[src/rtl/lbp_pkg.sv]
// Package for the four-channel LED blink PWM block.
// Assumes a single 125 MHz clock; settings arrive as plain ports.
package lbp_pkg;

    // ------------------------------------------------------------
    // Clock and period timing
    // ------------------------------------------------------------
    localparam longint CLK_HZ          = 125000000;
    // Each period is cut into 16 duty slots; slot length per rate in cycles
    localparam int     RATE_0P25_MHZ   = 250;      // 0.25 Hz in mHz
    localparam int     RATE_0P5_MHZ    = 500;
    localparam int     RATE_1_MHZ      = 1000;
    localparam int     RATE_2_MHZ      = 2000;
    localparam int     RATE_128_MHZ    = 128000;
    localparam int     RATE_256_MHZ    = 256000;
    localparam int     SLOTS           = 16;
    localparam int     SLOT_W          = 32;
    localparam logic [SLOT_W-1:0] SLOT_0P25 = SLOT_W'((CLK_HZ * 1000) / (RATE_0P25_MHZ * SLOTS));
    localparam logic [SLOT_W-1:0] SLOT_0P5  = SLOT_W'((CLK_HZ * 1000) / (RATE_0P5_MHZ * SLOTS));
    localparam logic [SLOT_W-1:0] SLOT_1    = SLOT_W'((CLK_HZ * 1000) / (RATE_1_MHZ * SLOTS));
    localparam logic [SLOT_W-1:0] SLOT_2    = SLOT_W'((CLK_HZ * 1000) / (RATE_2_MHZ * SLOTS));
    localparam logic [SLOT_W-1:0] SLOT_128  = SLOT_W'((CLK_HZ * 1000) / (RATE_128_MHZ * SLOTS));
    localparam logic [SLOT_W-1:0] SLOT_256  = SLOT_W'((CLK_HZ * 1000) / (RATE_256_MHZ * SLOTS));

    // ------------------------------------------------------------
    // Field layout and codes
    // ------------------------------------------------------------
    localparam int         RATE_W    = 3;
    localparam int         DUTY_W    = 4;
    localparam int         NCH       = 4;
    localparam logic [2:0] RATE_0P25 = 3'h0;
    localparam logic [2:0] RATE_0P5  = 3'h1;
    localparam logic [2:0] RATE_1    = 3'h2;
    localparam logic [2:0] RATE_2    = 3'h3;
    localparam logic [2:0] RATE_128  = 3'h4;
    localparam logic [2:0] RATE_256  = 3'h5;

    // Reset defaults of the channel settings
    localparam logic [2:0] RST_RATE_FIRST = 3'h5;  // 256 Hz
    localparam logic [3:0] RST_DUTY_FIRST = 4'h7;  // 50 %
    localparam logic [2:0] RST_RATE_OTHER = 3'h0;  // 0.25 Hz
    localparam logic [3:0] RST_DUTY_OTHER = 4'h0;  // 6.25 %

    // Write strobe with the setting it carries
    typedef struct packed {
        logic              wr;
        logic              enable;
        logic [RATE_W-1:0] blink_rate_select;
        logic [DUTY_W-1:0] duty;
    } lbp_cfg_t;

    // Per-channel state
    typedef struct packed {
        logic              enable;
        logic [RATE_W-1:0] blink_rate_select;
        logic [DUTY_W-1:0] duty;
        logic [SLOT_W-1:0] slot_cnt;
        logic [3:0]        slot;
        logic              led;
    } lbp_ch_t;

    typedef struct packed {
        lbp_ch_t [NCH-1:0] ch;
    } lbp_state_t;

endpackage : lbp_pkg

[src/rtl/lbp_led_pwm.sv]
// Four independent low-rate PWM LED outputs.
// Assumes settings come from a serial control slave on the same clock.
`timescale 1ns/10ps

module lbp_led_pwm
    import lbp_pkg::*;
(
    input  wire logic            clk,
    input  wire logic            rst_n,
    input  wire lbp_cfg_t [3:0]  cfg,
    output logic                 led_channel_first,
    output logic                 led_channel_second,
    output logic                 led_channel_third,
    output logic                 led_channel_fourth,
    output logic [3:0]           ch_enabled,
    output logic [3:0]           ch_rate_first,
    output logic [3:0]           ch_duty_first
);

    // ------------------------------------------------------------
    // Rate decode
    // ------------------------------------------------------------
    function automatic logic [SLOT_W-1:0] slot_len(input logic [RATE_W-1:0] code);
        logic [SLOT_W-1:0] len;
        len = SLOT_0P25;
        unique case (code)
            RATE_0P25: len = SLOT_0P25;
            RATE_0P5:  len = SLOT_0P5;
            RATE_1:    len = SLOT_1;
            RATE_2:    len = SLOT_2;
            RATE_128:  len = SLOT_128;
            RATE_256:  len = SLOT_256;
            default:   len = SLOT_0P25;
        endcase
        return len;
    endfunction

    // ------------------------------------------------------------
    // State
    // ------------------------------------------------------------
    lbp_state_t st_r;
    lbp_state_t st_nxt;

    // Next state: per-channel settings and period counters
    always_comb begin
        st_nxt = st_r;
        for (int i = 0; i < NCH; i++) begin
            // A write restarts the period so the new rate takes a clean edge
            if (cfg[i].wr) begin
                st_nxt.ch[i].enable            = cfg[i].enable;
                st_nxt.ch[i].blink_rate_select = cfg[i].blink_rate_select;
                st_nxt.ch[i].duty              = cfg[i].duty;
                st_nxt.ch[i].slot_cnt          = '0;
                st_nxt.ch[i].slot              = 4'h0;
            end else if (st_r.ch[i].enable) begin
                if (st_r.ch[i].slot_cnt >= slot_len(st_r.ch[i].blink_rate_select) - SLOT_W'(1)) begin
                    st_nxt.ch[i].slot_cnt = '0;
                    st_nxt.ch[i].slot     = st_r.ch[i].slot + 4'h1;      // Wraps every 16 slots
                end else begin
                    st_nxt.ch[i].slot_cnt = st_r.ch[i].slot_cnt + SLOT_W'(1);
                end
            end else begin
                st_nxt.ch[i].slot_cnt = '0;
                st_nxt.ch[i].slot     = 4'h0;
            end
            // High for slots 0..n, i.e. (n+1)/16; n=15 never goes low
            st_nxt.ch[i].led = st_nxt.ch[i].enable &&
                               (st_nxt.ch[i].slot <= st_nxt.ch[i].duty);
        end
    end

    // Register the state; channel 0 has its own defaults
    always_ff @(posedge clk or negedge rst_n) begin
        if (!rst_n) begin
            for (int i = 0; i < NCH; i++) begin
                st_r.ch[i].enable            <= 1'b0;
                st_r.ch[i].blink_rate_select <= (i == 0) ? RST_RATE_FIRST : RST_RATE_OTHER;
                st_r.ch[i].duty              <= (i == 0) ? RST_DUTY_FIRST : RST_DUTY_OTHER;
                st_r.ch[i].slot_cnt          <= '0;
                st_r.ch[i].slot              <= 4'h0;
                st_r.ch[i].led               <= 1'b0;
            end
        end else begin
            st_r <= st_nxt;
        end
    end

    // ------------------------------------------------------------
    // Outputs
    // ------------------------------------------------------------
    assign led_channel_first  = st_r.ch[0].led;
    assign led_channel_second = st_r.ch[1].led;
    assign led_channel_third  = st_r.ch[2].led;
    assign led_channel_fourth = st_r.ch[3].led;
    assign ch_rate_first      = {1'b0, st_r.ch[0].blink_rate_select};
    assign ch_duty_first      = st_r.ch[0].duty;

    // Status: which channels are enabled
    always_comb begin
        for (int i = 0; i < NCH; i++) begin
            ch_enabled[i] = st_r.ch[i].enable;
        end
    end

endmodule // lbp_led_pwm

[config.mk]
export PLATFORM = sky130hd
export DESIGN_NAME = lbp_led_pwm
export DESIGN_NICKNAME = d
export VERILOG_FILES = /design/src/rtl/lbp_pkg.sv /design/src/rtl/lbp_led_pwm.sv
export SDC_FILE = /design/constraint.sdc
export NUM_CORES = 1
export LEC_CHECK = 0
export ABC_AREA = 1
export BUFFER_PORTS_ARGS = -buffer_cell sky130_fd_sc_hd__buf_2
export CORE_MARGIN = 2
export CORE_UTILIZATION = 42
export CTS_CLUSTER_DIAMETER = 50
export DETAILED_ROUTE_END_ITERATION = 12
export PLACE_DENSITY_LB_ADDON = 0.2
export SLEW_MARGIN = 20
export SYNTH_ARGS = -nofsm -noshare
export SYNTH_HDL_FRONTEND = slang
export SYNTH_SLANG_ARGS = --single-unit
[constraint.sdc]
create_clock -name clk -period 8.8 [get_ports clk]
set_input_delay 0.88 -clock clk [delete_from_list [all_inputs] [get_ports clk]]
set_output_delay 0.88 -clock clk [all_outputs]
set_load 0.02 [all_outputs]
==> impl_metrics.env <==
export IMPL_status="completed"
export IMPL_crit_arrival_ps=4220
export IMPL_async_flop_share=1.00
export IMPL_grt_setup_unrepaired="false"
export IMPL_worstPathMaxFanout=7
export IMPL_crit_path_end="led_channel_first"
export IMPL_drt_iter0_drc=616
export IMPL_worstHoldPathCells=1
export IMPL_fin_ws_ps=4940
export IMPL_fp_dieArea_mm2=0.0323
export IMPL_rr_startpoint="ch_rate_first[1]"
export IMPL_grt_remaining_overflow=0
export IMPL_synth_enable_flop_cells=0
export IMPL_drv_cap=0
export IMPL_worstPathRequired_ps=9160
export IMPL_place_gp_congestion=0.886
export IMPL_cts_sinks=180
export IMPL_fin_crit_ps=3860
export IMPL_finalCritPeriodShare=0.438
export IMPL_max_vdd_ir_drop_mv=0.130
export IMPL_final_setup_viol_count=0
export IMPL_cts_buffers=17
export IMPL_fmax_ghz=0.259
export IMPL_regToRegEndpoint="led_channel_first"
export IMPL_r2r_cells=24
export IMPL_hp_class="reg -> reg"
export IMPL_worstMarginPinSlew_ps=940
export IMPL_core_mm2=0.0305
export IMPL_track_usage=0.179
export IMPL_power_density_mw_per_mm2=142
export IMPL_place_inst=2159
export IMPL_cp_startpoint="ch_rate_first[1]"
export IMPL_diodes=0
export IMPL_num_vias=10700
export IMPL_portBuffers=52
export IMPL_initial_core_util=0.425
export IMPL_end_kind="register"
export IMPL_clk_pin_slew_worst_paths_ps=70
export IMPL_syn_inst=1712
export IMPL_syn_area_mm2=0.0130
export IMPL_ys_flop_type="dfrtp_1"
export IMPL_drc=0
export IMPL_synth_distinct_cells=49
export IMPL_final_hold_viol_count=0
export IMPL_final_cells=2191
export IMPL_grt_pass1_wl_um=48800
export IMPL_insertion_delay_ps=430
export IMPL_ant_nets=0
export IMPL_first_pass_iters=6
export IMPL_clock_skew_ps=13.5
export IMPL_ctsHoldBuffers=0
export IMPL_synth_ff_latch_count=180
export IMPL_fin_nets=1968
export IMPL_post_cts_buffers=0
export IMPL_rrSetupSlack_ps=4940
export IMPL_grt_max_degree=112
export IMPL_area_growth_pct=9.80
export IMPL_vias_per_cell=4.86
export IMPL_avgSynthCellArea_um2=7.57
export IMPL_fin_area_mm2=0.0142
export IMPL_grt_pass1_vias=10200
export IMPL_power_mw=2.03
export IMPL_dp_slack_ps=4910
export IMPL_htreeDepth=4
export IMPL_clockBufferDepth=2
export IMPL_root_buffer="clkbuf_16"
export IMPL_dieWidth_um=180
export IMPL_finalMaxSlewViolations=0
export IMPL_pin_count=54
export IMPL_antenna_found_initial=0
export IMPL_placedInstanceArea_mm2=0.0136
export IMPL_place_detailed_hpwl_um=21700
export IMPL_slew_headroom=0.373
export IMPL_rows=64
export IMPL_wl_per_cell_um=12.8
export IMPL_p_leak_nw=6.93
export IMPL_die_h_um=180
export IMPL_tritoncts="yes"
export IMPL_ys_seq_area_frac=0.348
export IMPL_finalSetupTns_ps=0
export IMPL_wirelength_um=28000
export IMPL_post_cts_resized=0
export IMPL_worst_setup_path_type="reg -> reg"
export IMPL_critPathLaunchType="register"
export IMPL_yosys_warnings=0
export IMPL_drive_gt1_frac=0.0880
## flip-flops by register name (all words and copies together) (netlist names)
name                flops
ch_duty_first           4
ch_enabled              4
ch_rate_first           3
led_channel_first       1
led_channel_fourth      1
led_channel_second      1
led_channel_third       1
st_r                  165
## where the power goes
| part | switching (mW) | leakage, nW | internal [mW] | total, mW |
|---|---|---|---|---|
| registers | 0.0133 | 2.38 | 0.850 | 0.864 |
| logic | 0.238 | 4.26 | 0.124 | 0.363 |
| clock network | 0.348 | 0.291 | 0.453 | 0.801 |
| total | 0.600 | 6.93 | 1.43 | 2.03 |
## routing by layer
metal,track usage,share of wire,wire (µm)
met1,0.255,0.50,14100
met2,0.293,0.46,12900
met3,0.0265,0.029,810
met4,0.0315,0.0074,206
met5,0,0,0
## synth_stat cells (6+ instances only)
master    number  share of area
nor2_2        18         0.0087
nand3_1       55          0.021
buf_6          6         0.0052
buf_4         14         0.0081
o21ai_0       52          0.020
ha_1         148           0.14
xor2_1        58          0.039
nand2_1      382           0.11
nor3_1        65          0.025
inv_1        221          0.064
a21o_1         8         0.0046
a21oi_1       67          0.026
or2_2         14         0.0068
nand2_2        7         0.0034
dfrtp_1      175           0.34
nand3b_1       7         0.0041
xnor2_1       21          0.014
nor2_1       278          0.081
nor4_1         9         0.0043
nand4_1       36          0.017
## how the worst min path moves through the flow
stage | start | end | slack (ps)
6_report | st_r[50] | st_r[50] | 460
5_1_grt | st_r[95] | st_r[95] | 490
4_1_cts | st_r[50] | st_r[50] | 470
3_5_place_dp | st_r[50] | st_r[50] | 450
3_3_place_gp | st_r[50] | st_r[50] | 450
2_1_floorplan | st_r[50] | st_r[50] | 430
## kinds of logic (layout without fill, tap and decap cells)
kind of cell / Yosys count / count (layout) / synth area share
DFF: 180 / 180 / 0.348
other: 2 / 25 / 0.000579
AOI/OAI and AO/OA: 151 / 151 / 0.0664
adders and majority gates: 148 / 148 / 0.143
buffers and inverters: 250 / 310 / 0.0799
xor gates and xnor gates: 79 / 79 / 0.0534
and+or+nand+nor: 902 / 902 / 0.309
## placed cells by master (no fill, tap or decap), types with 7 or more instances in the layout
master and instances:
xnor2_1 21, nand3_1 55, nor3_1 65, nor2_1 278, nand2_2 7, xor2_1 58
nor2_2 18, dfrtp_1 175, nand2_1 382, a21o_1 8, nor4_1 9, or2_2 14
buf_2 51, inv_1 221, o21ai_0 52, ha_1 148, clkbuf_16 17, nand3b_1 7
conb_1 25, nand4_1 36, a21oi_1 67
## area by class of cell
type / count / area [µm²]
tap: 396 / 495
timing repair buffer: 53 / 277
clock buffer: 19 / 433
fill: 3048 / 16300
multi-input combinational: 1305 / 7500
inverter: 225 / 845
clock inverter: 13 / 170
sequential: 180 / 4510
## per-stage QoR
step,util,hold slack [ps]
floorplan,-,429
global placement,0.447,447
detailed placement,0.447,451
CTS,0.466,468
global route,0.466,486
finish,0.466,463
## worst max-delay path: stages (launching register included)
cell     delay [ps]
dfrtp_1         440
inv_1           130
ha_1            410
nand2_4         150
inv_1            90
nor2_1          190
nand3_1         120
nor3_2          270
nor2_1           80
ha_1            280
nand2_1          40
nor2_1          130
nand2_1          90
nor2_1          110
nor2_1           50
nand2_1         130
nand2_1         100
nand2_1         130
nand2_1          70
nand2_1          60
nor2_1           60
ha_1            310
a21oi_1         150
o21ai_0          90
a21oi_1         130
Power figures use the tool's default switching activity.
